--- src/clock_divisor_pkg.sv ---
package clock_divisor_pkg;

  ////////////////////////////////////////////////////////////////////////////
  // register bus geometry and answers
  localparam int unsigned ADDR_W = 8;
  localparam int unsigned DATA_W = 32;
  localparam logic [1:0] RESP_OKAY = 2'h0;
  localparam logic [1:0] RESP_SLVERR = 2'h2;

  // byte offsets of the register words
  localparam logic [7:0] CLOCK_DIVISOR_OFFSET = 8'h00;
  localparam logic [7:0] CLOCK_SELECT_OFFSET = 8'h04;
  localparam logic [7:0] PLL_FEEDBACK_OFFSET = 8'h08;
  localparam logic [7:0] CLOCK_STATUS_OFFSET = 8'h0C;

  ////////////////////////////////////////////////////////////////////////////
  // clock divisor field positions
  localparam int unsigned RECOVER_ON_IRQ_BIT = 15;
  localparam int unsigned REDUCE_SEL_LSB = 12;
  localparam int unsigned REDUCE_EN_BIT = 11;
  localparam int unsigned RC_POSTSCALE_LSB = 8;
  localparam int unsigned OUTPUT_POSTSCALE_LSB = 6;
  localparam int unsigned UNUSED_BIT = 5;
  localparam int unsigned INPUT_PRESCALE_LSB = 0;

  typedef struct packed {
    logic recover_on_irq;
    logic [2:0] proc_clock_reduce_sel;
    logic proc_clock_reduce_en;
    logic [2:0] rc_osc_postscale;
    logic [1:0] pll_output_postscale;
    logic unused;
    logic [4:0] pll_input_prescale;
  } clock_divisor_s;

  // reduction by 8 selected but not enabled, and pll postscale by 4 after reset
  localparam logic [15:0] CLOCK_DIVISOR_RESET = 16'h3040;
  localparam logic [2:0] REDUCE_SEL_NONE = 3'h0;

  ////////////////////////////////////////////////////////////////////////////
  // system clock sources
  typedef enum logic [2:0] {
    SRC_FAST_RC = 3'h0,
    SRC_FAST_RC_PLL = 3'h1,
    SRC_FAST_RC_POST = 3'h2,
    SRC_PRIMARY = 3'h3,
    SRC_PRIMARY_PLL = 3'h4,
    SRC_LOW_POWER_RC = 3'h5
  } clock_source_e;
  localparam logic [2:0] CLOCK_SELECT_RESET = 3'h0;

  ////////////////////////////////////////////////////////////////////////////
  // pll factors handed to the analog core
  localparam logic [8:0] PLL_FEEDBACK_RESET = 9'h030;
  localparam logic [9:0] FEEDBACK_OFFSET = 10'h002;
  localparam logic [5:0] PRESCALE_OFFSET = 6'h02;
  localparam logic [3:0] POSTSCALE_OFFSET = 4'h1;

  typedef struct packed {
    logic [9:0] feedback_mult;
    logic [5:0] pre_divide_factor;
    logic [3:0] post_divide_factor;
  } pll_factors_s;

  // instruction clock phase count: one instruction per two oscillator ticks
  localparam logic INSTR_PHASE_LAST = 1'b1;

endpackage : clock_divisor_pkg

--- src/system_clock_divisor_pll.sv ---
`timescale 1ns/1ps

////////////////////////////////////////////////////////////////////////////////
module system_clock_divisor_pll (
  // clock and reset
  input wire logic core_clk_i,
  input wire logic reset_i,
  // axi4-lite write address and data
  input wire logic awvalid_i,
  output logic awready_o,
  input wire logic [clock_divisor_pkg::ADDR_W-1:0] awaddr_i,
  input wire logic [2:0] awprot_i,
  input wire logic wvalid_i,
  output logic wready_o,
  input wire logic [clock_divisor_pkg::DATA_W-1:0] wdata_i,
  input wire logic [3:0] wstrb_i,
  // axi4-lite write response
  output logic bvalid_o,
  input wire logic bready_i,
  output logic [1:0] bresp_o,
  // axi4-lite read
  input wire logic arvalid_i,
  output logic arready_o,
  input wire logic [clock_divisor_pkg::ADDR_W-1:0] araddr_i,
  input wire logic [2:0] arprot_i,
  output logic rvalid_o,
  input wire logic rready_i,
  output logic [clock_divisor_pkg::DATA_W-1:0] rdata_o,
  output logic [1:0] rresp_o,
  // oscillator ticks, one cycle each, from the analog sources
  input wire logic fast_rc_tick_i,
  input wire logic primary_tick_i,
  input wire logic low_power_rc_tick_i,
  input wire logic pll_out_tick_i,
  // any interrupt request to the processor
  input wire logic irq_i,
  // derived clock ticks
  output logic sys_osc_tick_o,
  output logic instr_tick_o,
  output logic proc_tick_o,
  output logic periph_tick_o,
  // pll factors to the analog core
  output clock_divisor_pkg::pll_factors_s pll_factors_o
);
  import clock_divisor_pkg::*;

  //////////////////////////////////////////////////////////////////////////////
  // decoding shared by the read and write paths
  function automatic logic is_mapped(input logic [ADDR_W-1:0] addr);
    is_mapped = (addr == CLOCK_DIVISOR_OFFSET) || (addr == CLOCK_SELECT_OFFSET) ||
      (addr == PLL_FEEDBACK_OFFSET) || (addr == CLOCK_STATUS_OFFSET);
  endfunction : is_mapped

  // terminal count of the rc postscaler; code 111 jumps to 255, a divide by 256
  function automatic logic [7:0] rc_post_last(input logic [2:0] code);
    if (code == 3'h7) begin
      rc_post_last = 8'hFF;
    end else begin
      rc_post_last = 8'((9'h001 << code) - 9'h001);
    end
  endfunction : rc_post_last

  // terminal count of the processor reduction counter, power of two
  function automatic logic [6:0] reduce_last(input logic [2:0] code);
    reduce_last = 7'((8'h01 << code) - 8'h01);
  endfunction : reduce_last

  // merge write data into a word under the byte strobes
  function automatic logic [15:0] strobe_merge(input logic [15:0] cur,
                                               input logic [31:0] data,
                                               input logic [3:0] strb);
    strobe_merge = cur;
    if (strb[0]) begin
      strobe_merge[7:0] = data[7:0];
    end
    if (strb[1]) begin
      strobe_merge[15:8] = data[15:8];
    end
  endfunction : strobe_merge

  //////////////////////////////////////////////////////////////////////////////
  // state
  logic awready;
  logic wready;
  logic arready;
  logic [ADDR_W-1:0] wr_addr;
  logic [DATA_W-1:0] wr_data;
  logic [3:0] wr_strb;
  logic do_write;
  logic [DATA_W-1:0] rd_word;

  clock_divisor_s clock_divisor;
  clock_divisor_s next_clock_divisor;
  logic [2:0] clock_select;
  logic [8:0] pll_feedback_div;

  logic [7:0] rc_post_cnt;
  logic rc_post_evt;
  logic instr_phase;
  logic sel_tick;
  logic instr_evt;
  logic [6:0] reduce_cnt;
  logic reduce_evt;

  //////////////////////////////////////////////////////////////////////////////
  // write address and data are taken independently, in either order
  assign do_write = !awready && !wready && !bvalid_o;

  always_ff @(posedge core_clk_i or posedge reset_i) begin
    if (reset_i) begin
      awready <= 1'b1;
      wr_addr <= '0;
    end else if (awvalid_i && awready) begin
      awready <= 1'b0;
      wr_addr <= awaddr_i;
    end else if (bvalid_o && bready_i) begin
      awready <= 1'b1;
    end
  end

  always_ff @(posedge core_clk_i or posedge reset_i) begin
    if (reset_i) begin
      wready <= 1'b1;
      wr_data <= '0;
      wr_strb <= '0;
    end else if (wvalid_i && wready) begin
      wready <= 1'b0;
      wr_data <= wdata_i;
      wr_strb <= wstrb_i;
    end else if (bvalid_o && bready_i) begin
      wready <= 1'b1;
    end
  end

  // response one cycle after both halves are held; unmapped gets slverr
  always_ff @(posedge core_clk_i or posedge reset_i) begin
    if (reset_i) begin
      bvalid_o <= 1'b0;
      bresp_o <= RESP_OKAY;
    end else if (do_write) begin
      bvalid_o <= 1'b1;
      bresp_o <= is_mapped(wr_addr) ? RESP_OKAY : RESP_SLVERR;
    end else if (bready_i) begin
      bvalid_o <= 1'b0;
    end
  end

  assign awready_o = awready;
  assign wready_o = wready;
  assign arready_o = arready;

  //////////////////////////////////////////////////////////////////////////////
  // read path: data registered at the address handshake
  always_comb begin
    rd_word = '0;
    unique case (araddr_i)
      CLOCK_DIVISOR_OFFSET: rd_word[15:0] = clock_divisor;
      CLOCK_SELECT_OFFSET: rd_word[2:0] = clock_select;
      PLL_FEEDBACK_OFFSET: rd_word[8:0] = pll_feedback_div;
      CLOCK_STATUS_OFFSET: begin
        rd_word[2:0] = clock_select;
        rd_word[3] = clock_divisor.proc_clock_reduce_en;
        rd_word[6:4] = clock_divisor.proc_clock_reduce_en ?
          clock_divisor.proc_clock_reduce_sel : REDUCE_SEL_NONE;
      end
      default: rd_word = '0;
    endcase
  end

  always_ff @(posedge core_clk_i or posedge reset_i) begin
    if (reset_i) begin
      arready <= 1'b1;
      rvalid_o <= 1'b0;
      rdata_o <= '0;
      rresp_o <= RESP_OKAY;
    end else if (arvalid_i && arready) begin
      arready <= 1'b0;
      rvalid_o <= 1'b1;
      rdata_o <= rd_word;
      rresp_o <= is_mapped(araddr_i) ? RESP_OKAY : RESP_SLVERR;
    end else if (rvalid_o && rready_i) begin
      arready <= 1'b1;
      rvalid_o <= 1'b0;
    end
  end

  //////////////////////////////////////////////////////////////////////////////
  // clock divisor update; the interrupt recovery overrides a same-cycle set
  // so the processor is never left slowed after it was told to recover
  always_comb begin
    logic [15:0] merged;
    merged = strobe_merge(clock_divisor, wr_data, wr_strb);
    next_clock_divisor = clock_divisor;
    if (do_write && (wr_addr == CLOCK_DIVISOR_OFFSET)) begin
      next_clock_divisor.recover_on_irq = merged[RECOVER_ON_IRQ_BIT];
      next_clock_divisor.rc_osc_postscale = merged[RC_POSTSCALE_LSB +: 3];
      next_clock_divisor.pll_output_postscale = merged[OUTPUT_POSTSCALE_LSB +: 2];
      next_clock_divisor.pll_input_prescale = merged[INPUT_PRESCALE_LSB +: 5];
      if (!clock_divisor.proc_clock_reduce_en) begin
        next_clock_divisor.proc_clock_reduce_sel = merged[REDUCE_SEL_LSB +: 3];
      end
      if (merged[REDUCE_EN_BIT] && (next_clock_divisor.proc_clock_reduce_sel == REDUCE_SEL_NONE))
      begin
        next_clock_divisor.proc_clock_reduce_en = 1'b0;
      end else begin
        next_clock_divisor.proc_clock_reduce_en = merged[REDUCE_EN_BIT];
      end
    end
    if (irq_i && clock_divisor.recover_on_irq) begin
      next_clock_divisor.proc_clock_reduce_en = 1'b0;
    end
    next_clock_divisor.unused = 1'b0;
  end

  always_ff @(posedge core_clk_i or posedge reset_i) begin
    if (reset_i) begin
      clock_divisor <= CLOCK_DIVISOR_RESET;
    end else begin
      clock_divisor <= next_clock_divisor;
    end
  end

  // source select; codes beyond the six sources are dropped
  always_ff @(posedge core_clk_i or posedge reset_i) begin
    if (reset_i) begin
      clock_select <= CLOCK_SELECT_RESET;
    end else if (do_write && (wr_addr == CLOCK_SELECT_OFFSET) && wr_strb[0] &&
                 (wr_data[2:0] <= SRC_LOW_POWER_RC)) begin
      clock_select <= wr_data[2:0];
    end
  end

  // pll feedback divider, nine bits over two byte lanes
  always_ff @(posedge core_clk_i or posedge reset_i) begin
    if (reset_i) begin
      pll_feedback_div <= PLL_FEEDBACK_RESET;
    end else if (do_write && (wr_addr == PLL_FEEDBACK_OFFSET)) begin
      pll_feedback_div <= 9'(strobe_merge({7'h00, pll_feedback_div}, wr_data, wr_strb));
    end
  end

  //////////////////////////////////////////////////////////////////////////////
  // pll factors; the analog core forms vco = in*M/N1 and divides it by N2
  // after, so the postscaler never loads the vco term
  always_ff @(posedge core_clk_i or posedge reset_i) begin
    if (reset_i) begin
      pll_factors_o <= '0;
    end else begin
      pll_factors_o.feedback_mult <= {1'b0, pll_feedback_div} + FEEDBACK_OFFSET;
      pll_factors_o.pre_divide_factor <=
        {1'b0, clock_divisor.pll_input_prescale} + PRESCALE_OFFSET;
      // code 10 is reserved; it still follows the formula rather than guess
      pll_factors_o.post_divide_factor <=
        4'({2'h0, clock_divisor.pll_output_postscale} + POSTSCALE_OFFSET) << 1;
    end
  end

  //////////////////////////////////////////////////////////////////////////////
  // rc postscaler counts fast rc ticks up to its terminal count
  assign rc_post_evt = fast_rc_tick_i &&
    (rc_post_cnt >= rc_post_last(clock_divisor.rc_osc_postscale));

  always_ff @(posedge core_clk_i or posedge reset_i) begin
    if (reset_i) begin
      rc_post_cnt <= '0;
    end else if (rc_post_evt) begin
      rc_post_cnt <= '0;
    end else if (fast_rc_tick_i) begin
      rc_post_cnt <= rc_post_cnt + 8'h01;
    end
  end

  // system oscillator tick from the selected source
  always_comb begin
    unique case (clock_source_e'(clock_select))
      SRC_FAST_RC: sel_tick = fast_rc_tick_i;
      SRC_FAST_RC_PLL: sel_tick = pll_out_tick_i;
      SRC_FAST_RC_POST: sel_tick = rc_post_evt;
      SRC_PRIMARY: sel_tick = primary_tick_i;
      SRC_PRIMARY_PLL: sel_tick = pll_out_tick_i;
      SRC_LOW_POWER_RC: sel_tick = low_power_rc_tick_i;
      default: sel_tick = fast_rc_tick_i;
    endcase
  end

  //////////////////////////////////////////////////////////////////////////////
  // instruction clock at half the oscillator rate
  assign instr_evt = sel_tick && (instr_phase == INSTR_PHASE_LAST);

  always_ff @(posedge core_clk_i or posedge reset_i) begin
    if (reset_i) begin
      instr_phase <= 1'b0;
    end else if (sel_tick) begin
      instr_phase <= ~instr_phase;
    end
  end

  // processor reduction counts instruction ticks; cleared when disabled so
  // a fresh enable starts a whole period
  assign reduce_evt = instr_evt &&
    (reduce_cnt >= reduce_last(clock_divisor.proc_clock_reduce_sel));

  always_ff @(posedge core_clk_i or posedge reset_i) begin
    if (reset_i) begin
      reduce_cnt <= '0;
    end else if (!clock_divisor.proc_clock_reduce_en || reduce_evt) begin
      reduce_cnt <= '0;
    end else if (instr_evt) begin
      reduce_cnt <= reduce_cnt + 7'h01;
    end
  end

  //////////////////////////////////////////////////////////////////////////////
  // tick outputs, registered, one cycle late against their cause
  always_ff @(posedge core_clk_i or posedge reset_i) begin
    if (reset_i) begin
      sys_osc_tick_o <= 1'b0;
      instr_tick_o <= 1'b0;
      periph_tick_o <= 1'b0;
      proc_tick_o <= 1'b0;
    end else begin
      sys_osc_tick_o <= sel_tick;
      instr_tick_o <= instr_evt;
      periph_tick_o <= instr_evt;
      proc_tick_o <= clock_divisor.proc_clock_reduce_en ? reduce_evt : instr_evt;
    end
  end

endmodule : system_clock_divisor_pll

--- config.mk ---
export PLATFORM = sky130hd
export DESIGN_NAME = system_clock_divisor_pll
export DESIGN_NICKNAME = d
export VERILOG_FILES = /design/src/clock_divisor_pkg.sv /design/src/system_clock_divisor_pll.sv
export SDC_FILE = /design/constraint.sdc
export NUM_CORES = 1
export LEC_CHECK = 0
export BUFFER_PORTS_ARGS = -buffer_cell sky130_fd_sc_hd__buf_2
export CAP_MARGIN = 10
export CORE_MARGIN = 1
export CORE_UTILIZATION = 50
export DETAILED_ROUTE_END_ITERATION = 7
export GPL_TIMING_DRIVEN = 0
export PLACE_DENSITY = 0.76
export SLEW_MARGIN = 20
export SYNTH_ARGS = -nofsm -noshare
export SYNTH_HDL_FRONTEND = slang
export SYNTH_SLANG_ARGS = --single-unit
--- constraint.sdc ---
create_clock -name core_clk_i -period 9 [get_ports core_clk_i]
set_input_delay 0.9 -clock core_clk_i [delete_from_list [all_inputs] [get_ports core_clk_i]]
set_output_delay 0.9 -clock core_clk_i [all_outputs]
set_load 0.005 [all_outputs]
Word level (Yosys, flattened, before mapping)
Index checks and enable logic that the tools add are counted.

Register bits after elaboration: 116. Input bits: 70. Output and inout port bits: 65. Logic and storage cells: 128.

$add $sub $neg: 7. $lt $le $gt $ge: 3. Equal/unequal tests: 12. Shift operators: 2. Muxes and demuxes: 30. Bitwise logic cells: 1. Reductions and logical operators: 44.

Operators by type and width (count): $eq A8 B4 Y1 const B (4); $mux W8 (4); $mux W7 (4); $logic_and A1 B1 Y1 (17); $eq A8 B3 Y1 const B (2); $logic_not A8 Y1 (2); $reduce_bool A2 Y1 (7); $mux W1 (12); $pmux W4 S3 (1); $add A9 B2 Y10 const B (1); $eq A3 B3 Y1 const B (3); $mux W3 (3); $pmux W3 S3 (1); $add A8 B1 Y8 const B (1); $ge A8 B8 Y1 (1); $reduce_and A2 Y1 (4); $shl A1 B3 Y8 const A (1); $sub A8 B1 Y8 const B (1); $add A7 B1 Y7 const B (1); $ge A7 B7 Y1 (1); $logic_or A1 B1 Y1 (7); $shl A1 B3 Y7 const A (1); $sub A7 B1 Y7 const B (1); $add A5 B2 Y6 const B (1); other kinds (12) (18).

Depth between registers and ports, before layout
Gate-level depths: netlist of run 1.

Depth after elaboration: 10. Gate-level depth with buffers: 15. Depth with buffers taken out: 14.

Worst setup path after synthesis of run 1
Ideal clock, no wire load.

Path type: flip-flop to flip-flop. Start point: register clock_divisor[12] in the netlist's numbering. End point: register reduce_cnt[6]. Setup time: 0.092 ns. Arrival: 3.084 ns. Required time: 8.908 ns. Path slack: 5.824 ns. Cell stages (with the launch flop): 14. Path buffers: 2. Clock period less this slack: 3.176 ns. Path through: dfstp_2 -> clkbuf_1 -> or3_1 -> ha_1 -> clkbuf_1 -> nor3_1 -> a21o_1 -> a21oi_1 -> ha_1 -> and3_1 -> a221oi_1 -> o21ai_1 -> or3_4 -> o31ai_2.

Cells in the longest elaborated chain, start to end: 6. Elaborated cells between the ends (all ways): 7. Classes of those cells: 1 x add/sub; 1 x order compare; 1 x shift; 1 x mux; 3 x reduce/logical.

RTL lines: start, declared (RTL line system_clock_divisor_pll.sv:92) `clock_divisor_s clock_divisor;`; start signal, assigned (RTL line system_clock_divisor_pll.sv:219) `clock_divisor <= next_clock_divisor;`; $shl A1 B3 Y7 (*) (RTL line system_clock_divisor_pll.sv:65) `reduce_last = 7'((8'h01 << code) - 8'h01);`; $sub A7 B1 Y7 (*) (RTL line system_clock_divisor_pll.sv:65); $ge A7 B7 Y1 (*) (RTL line system_clock_divisor_pll.sv:301) `(reduce_cnt >= reduce_last(clock_divisor.proc_clock_reduce_sel));`; $logic_and A1 B1 Y1 (*) (RTL line system_clock_divisor_pll.sv:300) `assign reduce_evt = instr_evt &&`; $logic_or A1 B1 Y1 (*) (RTL line system_clock_divisor_pll.sv:306) `end else if (!clock_divisor.proc_clock_reduce_en || reduce_evt) begin`; $mux W7 / $reduce_bool A2 Y1 (equally long branches); end signal, assigned (RTL line system_clock_divisor_pll.sv:309) `reduce_cnt <= reduce_cnt + 7'h01;`; end, declared (RTL line system_clock_divisor_pll.sv:102) `logic [6:0] reduce_cnt;`.

Mark *: on every way between the ends. The rest lies on a longest branch, timed or not. A chain may end at the register's enable or synchronous reset.

Worst setup path in the final report of run 1
Ends and elaborated chain as after synthesis.

==> results of run 1 <==
==> cell families (layout without fill, tap and decap cells) <==
logic type      count (synthesis)  in the layout  share of synthesized area
simple gates                  125            125                      0.108
other cells                     1             19                   0.000689
flops                         114            114                      0.526
mux                            61             61                      0.123
buf+inv                        59            181                     0.0549
fa+ha+maj                      22             22                     0.0506
compound gates                 92             92                      0.117
xor+xnor                       12             12                     0.0193
==> power by group <==
group          switching, W  leakage, nW  internal [W]
Clock              0.000222        0.294      0.000449
Combinational      0.000255         1.60      0.000233
Sequential        0.0000984         1.47      0.000643
Total              0.000575         3.36       0.00133
==> worst max-delay path, stage by stage (launching register included) <==
cell and delay [ns]:
dfstp_2 0.51, clkbuf_1 0.35, or3_1 0.23, ha_1 0.15, clkbuf_1 0.26, nor3_1 0.08, a21o_1 0.17, a21oi_1 0.16
ha_1 0.25, and3_1 0.19, a221oi_1 0.25, o21ai_1 0.26, or3_4 0.50, o31ai_2 0.22
==> per-layer routing <==
layer / up-vias / track usage / share of wire
li1: 1930 / - / -
met1: 1991 / 0.262 / 0.43
met2: 107 / 0.382 / 0.50
met3: 22 / 0.0736 / 0.047
met4: 0 / 0.0952 / 0.019
met5: - / 0 / 0
==> registers in the layout, summed over array words and instances (netlist names) <==
register,count
proc_tick_o,1
arready_o,1
awready_o,1
bresp_o,1
periph_tick_o,1
bvalid_o,1
wr_addr,8
sys_osc_tick_o,1
wready_o,1
instr_phase,1
reduce_cnt,7
pll_factors_o,19
rc_post_cnt,8
rresp_o,1
clock_select,3
rdata_o,16
wr_strb,2
rvalid_o,1
wr_data,16
clock_divisor,15
pll_feedback_div,9
==> final cells by class <==
class	count	area [sq um]	area share
plain buffers	36	213	0.0314
clock buffers	23	477	0.0705
clock inverters	9	129	0.0190
inverters	23	91.3	0.0135
multi-input cells	331	2350	0.347
flip-flops and latches	114	2860	0.423
well taps	136	170	0.0252
repair buffers	90	473	0.0699
==> cells in the mapped netlist (3+ instances only) <==
cell      instances  area, sq um
inv_1            23         86.3
dfstp_2           8          210
nor3_1            7         35.0
dfrtp_1         106         2650
nand3_1          13         65.1
mux2_2           48          541
a21oi_1          15         75.1
xnor2_1           7         61.3
o31ai_1           7         52.6
ha_1             22          275
nor2b_1           5         31.3
nand4_1           3         18.8
or3_1             4         25.0
and3_1            5         31.3
buf_4            20          150
o21ai_0          25          125
a22o_1            7         61.3
nand2_1          40          150
nor2_1           33          124
a21o_1            4         30.0
mux2i_1          13          130
o21a_1            3         22.5
clkbuf_1         13         48.8
nand2b_1          8         50.1
xor2_1            5         43.8
==> through the flow <==
step / instances / worst slack (ns) / utilization / area, sq um / total power, W
6_report: 762 / 5.34 / 0.647 / 6770 / 0.00190
5_1_grt: 762 / 5.06 / 0.647 / 6770 / 0.00201
4_1_cts: 762 / 5.35 / 0.647 / 6770 / 0.00191
3_5_place_dp: 730 / 5.35 / 0.589 / 6160 / 0.00123
3_3_place_gp: 729 / 3.97 / 0.586 / 6130 / 0.00120
2_1_floorplan: 504 / 5.10 / - / 5510 / 0.00108
==> path summary, 6_finish.rpt <==
path                                                 startpoint  slack [ns]                           to
worst min register to register  pll_feedback_div[0]$_DFFE_PP0P_        0.40  pll_factors_o[10]$_DFF_PP0_
max in group asynchronous                               reset_i        7.85        awready_o$_DFFE_PP1P_
min in group asynchronous                               reset_i        0.44       rresp_o[1]$_DFFE_PP0P_
worst min-delay path            pll_feedback_div[0]$_DFFE_PP0P_        0.40  pll_factors_o[10]$_DFF_PP0_
worst max register to register    clock_divisor[12]$_DFFE_PP1P_        5.34    reduce_cnt[6]$_DFFE_PP0P_
worst max-delay path              clock_divisor[12]$_DFFE_PP1P_        5.34    reduce_cnt[6]$_DFFE_PP0P_
==> impl_metrics.yaml, run 1 <==
status:
  outcome: "finished, final reports clean"
finish:
  nets: 705
  area_growth_pct: 24.3
  layout-drive-gt1-share: 0.327
  n_antenna_cell: 0
  fillers: 845
  final_cell_mix: "dfrtp_1 (106), buf_2 (91), mux2_2 (48), nand2_1 (40), nor2_1 (33)"
  layout_commonest_cell: "dfrtp_1"
power_and_ir_drop:
  power_density_nw_per_um2: 281
  peakVddDrop_mv: 0.186
  p_leak_nw: 3.36
timing:
  whs_ns: 0.397
  slew_violations: 0
  slew_headroom: 0.568
  hold_violations: 0
  min_period_ns: 3.66
  clock_skew_ns: 0.0206
  setup_tns_ns: 0
  fmax_ghz: 0.274
  fin_crit_sh: 0.406
  worst_pin_slew_ns: 0.632
  rsz0062_at_grt: "no"
  setup_violations: 0
clock_network:
  h-tree-depth: 4
  cts_hold_buffers: 0
  cts-resized-gates: 0
  clock-root-buffer: "clkbuf_8"
  clockBufferDepth: 2
  cts_setup_buffers: 0
  cts.clk_slew.worst_paths_ns: 0.06
  clock-sinks: 114
  cts_tree: "done"
  worstSkewPairLatency_ns: 0.53
  numCtsBuffers: 17
critical_path:
  worstPathArrival_ns: 4.10
  start_kind: "register"
  ff2ff_path_depth: 13
  endpoint_kind: "register"
  path_class: "reg -> reg"
  critPathMaxFanout: 9
  critPathRequiredTime_ns: 9.44
floorplan:
  core_area_sq_um: 10500
  rows: 37
  die_w_um: 106
  die_h_um: 106
  ios: 135
  initial_core_util: 0.520
  dieArea_sq_um: 11300
synth:
  synth_warnings: 0
  ys_types: 54
  avgSynthCellArea_sq_um: 11.2
  synthCells: 486
  ys_seq_elements: 114
  synth_edf_count: 0
  ys.flop_type: "dfrtp_1"
  synth_area_sq_um: 5440
  async_flop_share: 1.00
  yosysSeqAreaShare: 0.526
drt:
  num_vias: 4050
  drcViolationCount: 0
  drt_wl_total_um: 11600
  route.detailed.wl_per_inst_um: 15.2
  drtIter0Drc: 182
  ant_nets: 0
  vias_per_cell: 5.31
  dr.pass1.iters: 5
global_route:
  grt_pass1_vias: 4213
  antenna_found_initial: 0
  grt_pass1_wl_um: 19400
  grt-ovfl-total: 0
  grt_max_degree: 59
  grt_use_total: 0.225
placed_design:
  dp.final_hpwl_um: 8350
  gp_congestion: 0.854
  portBuffers: 89
job:
  maxCapViolCount: 0
hold_path:
  hp-class: "reg -> reg"
  worstHoldPathCells: 0
Power figures use the tool's default switching activity.
==> run 2, diff against run 1 <==
==> constraint.sdc (replaced) <==
create_clock -name core_clk_i -period 3.7 [get_ports core_clk_i]
set_input_delay 0.37 -clock core_clk_i [delete_from_list [all_inputs] [get_ports core_clk_i]]
set_output_delay 0.37 -clock core_clk_i [all_outputs]
set_load 0.005 [all_outputs]
==> run 2 against run 1 <==
Worst setup slack got worse by 5.2 ns. Register-to-register slack worse by 5.2 ns. Clock power rose by 140%. Total power grew 140%. Critical endpoint unchanged. Highest routed layer unchanged.
==> impl_metrics.yaml, run 2 (synthesized netlist as in run 1, its figures left out) <==
status:
  outcome: "finished, final reports clean"
finish:
  layout_commonest_cell: "dfrtp_1"
  final_cell_mix: "dfrtp_1 (106), buf_2 (91), mux2_2 (48), nand2_1 (40), nor2_1 (33)"
  n_antenna_cell: 0
  largest_reg_flops: 19
  top_register: "pll_factors_o"
  final_core_util: 0.649
  reg_top3: "pll_factors_o (19), rdata_o (16), wr_data (16)"
  area_growth_pct: 24.8
  nets: 706
  layout-drive-gt1-share: 0.329
  final_area_sq_um: 6790
timing:
  layout_setup_ws_ns: 0.183
  hold_violations: 0
  clock_skew_ns: 0.0126
  min_period_ns: 3.52
  slew_violations: 0
  setup_violations: 0
  slew_headroom: 0.547
  fin_crit_sh: 0.950
  worst_pin_slew_ns: 0.677
  setup_tns_ns: 0
  fmax_ghz: 0.284
critical_path:
  startpoint: "clock_divisor[14]$_DFFE_PP0P_"
  path_class: "reg -> reg"
  critPathRequiredTime_ns: 4.13
  r2r_start: "clock_divisor[14]$_DFFE_PP0P_"
  start_kind: "register"
  critPathMaxFanout: 9
  worstPathArrival_ns: 3.95
  ff2ff_path_depth: 13
  endpoint_kind: "register"
power_and_ir_drop:
  p_leak_nw: 3.37
  peakVddDrop_mv: 0.450
  p_switching_w: 0.00140
  pwr-share-seq: 0.392
  p_int_w: 0.00323
  p_sw_frac: 0.303
  power_density_nw_per_um2: 682
  clock_power_share: 0.352
  power_frac_comb: 0.256
placed_design:
  portBuffers: 89
  gp_congestion: 0.854
  placed_area_sq_um: 6160
  pre_cts_ws_ns: 0.0500
  dp.final_hpwl_um: 8350
clock_network:
  clock-root-buffer: "clkbuf_8"
  clockBufferDepth: 2
  h-tree-depth: 4
  worstSkewPairLatency_ns: 0.52
  cts.clk_slew.worst_paths_ns: 0.06
  clock-sinks: 114
  cts_tree: "done"
  numCtsBuffers: 17
  cts_setup_buffers: 0
drt:
  drt_wl_total_um: 11600
  drcViolationCount: 0
  ant_nets: 0
  drtIter0Drc: 164
  num_vias: 4040
  dr.pass1.iters: 4
  vias_per_cell: 5.29
  route.detailed.wl_per_inst_um: 15.2
global_route:
  grt_pass1_wl_um: 19500
  grt_use_total: 0.226
  antenna_found_initial: 0
  grt_pass1_vias: 4225
  grt_max_degree: 59
  grt-ovfl-total: 0
floorplan:
  dieArea_sq_um: 11300
  initial_core_util: 0.520
  rows: 37
  die_h_um: 106
  die_w_um: 106
  core_area_sq_um: 10500
  ios: 135
hold_path:
  hp-class: "in -> reg"
  worstHoldStart: "arvalid_i"
  worstHoldPathCells: 2
job:
  maxCapViolCount: 0
-- run 2: cell count changes in the layout (fill, tap and decap cells not counted) --
cell / before / now
dlygate4sd3_1: 0 / 3
clkbuf_1: 15 / 13
o21ai_1: 2 / 1
o21ai_2: 0 / 1
-- run 2: power groups by stage --
stage	logic [W]	registers, W	clock network (W)
6_report	0.00118	0.00181	0.00163
4_1_cts	0.00120	0.00180	0.00166
5_1_grt	0.00134	0.00185	0.00171
3_3_place_gp	0.00112	0.00180	0
2_1_floorplan	0.000862	0.00175	0
3_5_place_dp	0.00118	0.00182	0
-- run 2: area by class of cell --
| cell class | instances | area, sq um |
|---|---|---|
| clock buffers | 23 | 477 |
| clock inverters | 9 | 129 |
| fillers | 838 | 3670 |
| repair buffers | 93 | 503 |
| plain buffers | 34 | 205 |
| inverters | 23 | 91.3 |
| multi-input cells | 331 | 2350 |
| flip-flops and latches | 114 | 2860 |
| well taps | 136 | 170 |
-- run 2: final timing paths --
path                       slack (ns)                         endpoint
max in group asynchronous        2.53    clock_divisor[13]$_DFFE_PP1P_
hold reg to reg                  0.41      pll_factors_o[10]$_DFF_PP0_
min in group asynchronous        0.47  pll_feedback_div[1]$_DFFE_PP0P_
setup / recovery                 0.18        reduce_cnt[6]$_DFFE_PP0P_
setup reg to reg                 0.18        reduce_cnt[6]$_DFFE_PP0P_
hold / removal                   0.05            arready_o$_DFFE_PP1P_
-- run 2: through the flow --
step	total power (W)	std cells	hold slack, ns
floorplan	0.00262	504	0.368
global placement	0.00292	729	0.378
detailed placement	0.00300	730	0.388
CTS	0.00465	765	0.0331
global route	0.00490	763	0.0424
finish	0.00463	763	0.0494
-- run 2: worst max-delay path: stages (launching register included) --
cell and delay [ns]:
dfrtp_1 0.35, clkbuf_1 0.22, or3_1 0.42, ha_1 0.20
clkbuf_1 0.17, nor3_1 0.17, a21o_1 0.11, a21oi_1 0.07
ha_1 0.29, and3_1 0.19, a221oi_1 0.35, o21ai_2 0.20
or3_4 0.47, o31ai_2 0.22
-- run 2: repair_timing --
item | in CTS | in global routing
endpoints found under the setup margin | 0 | 6
endpoints found under the hold margin | 55 | 0
resized for setup | 0 | 1
hold buffers | 3 | 0
-- run 2: per-layer routing --
metal | GRT usage | up-vias | part of all wire
met5 | 0 | - | 0
met4 | 0.0952 | 0 | 0.019
met3 | 0.0736 | 23 | 0.046
met2 | 0.383 | 111 | 0.50
met1 | 0.264 | 1969 | 0.43
li1 | - | 1937 | -
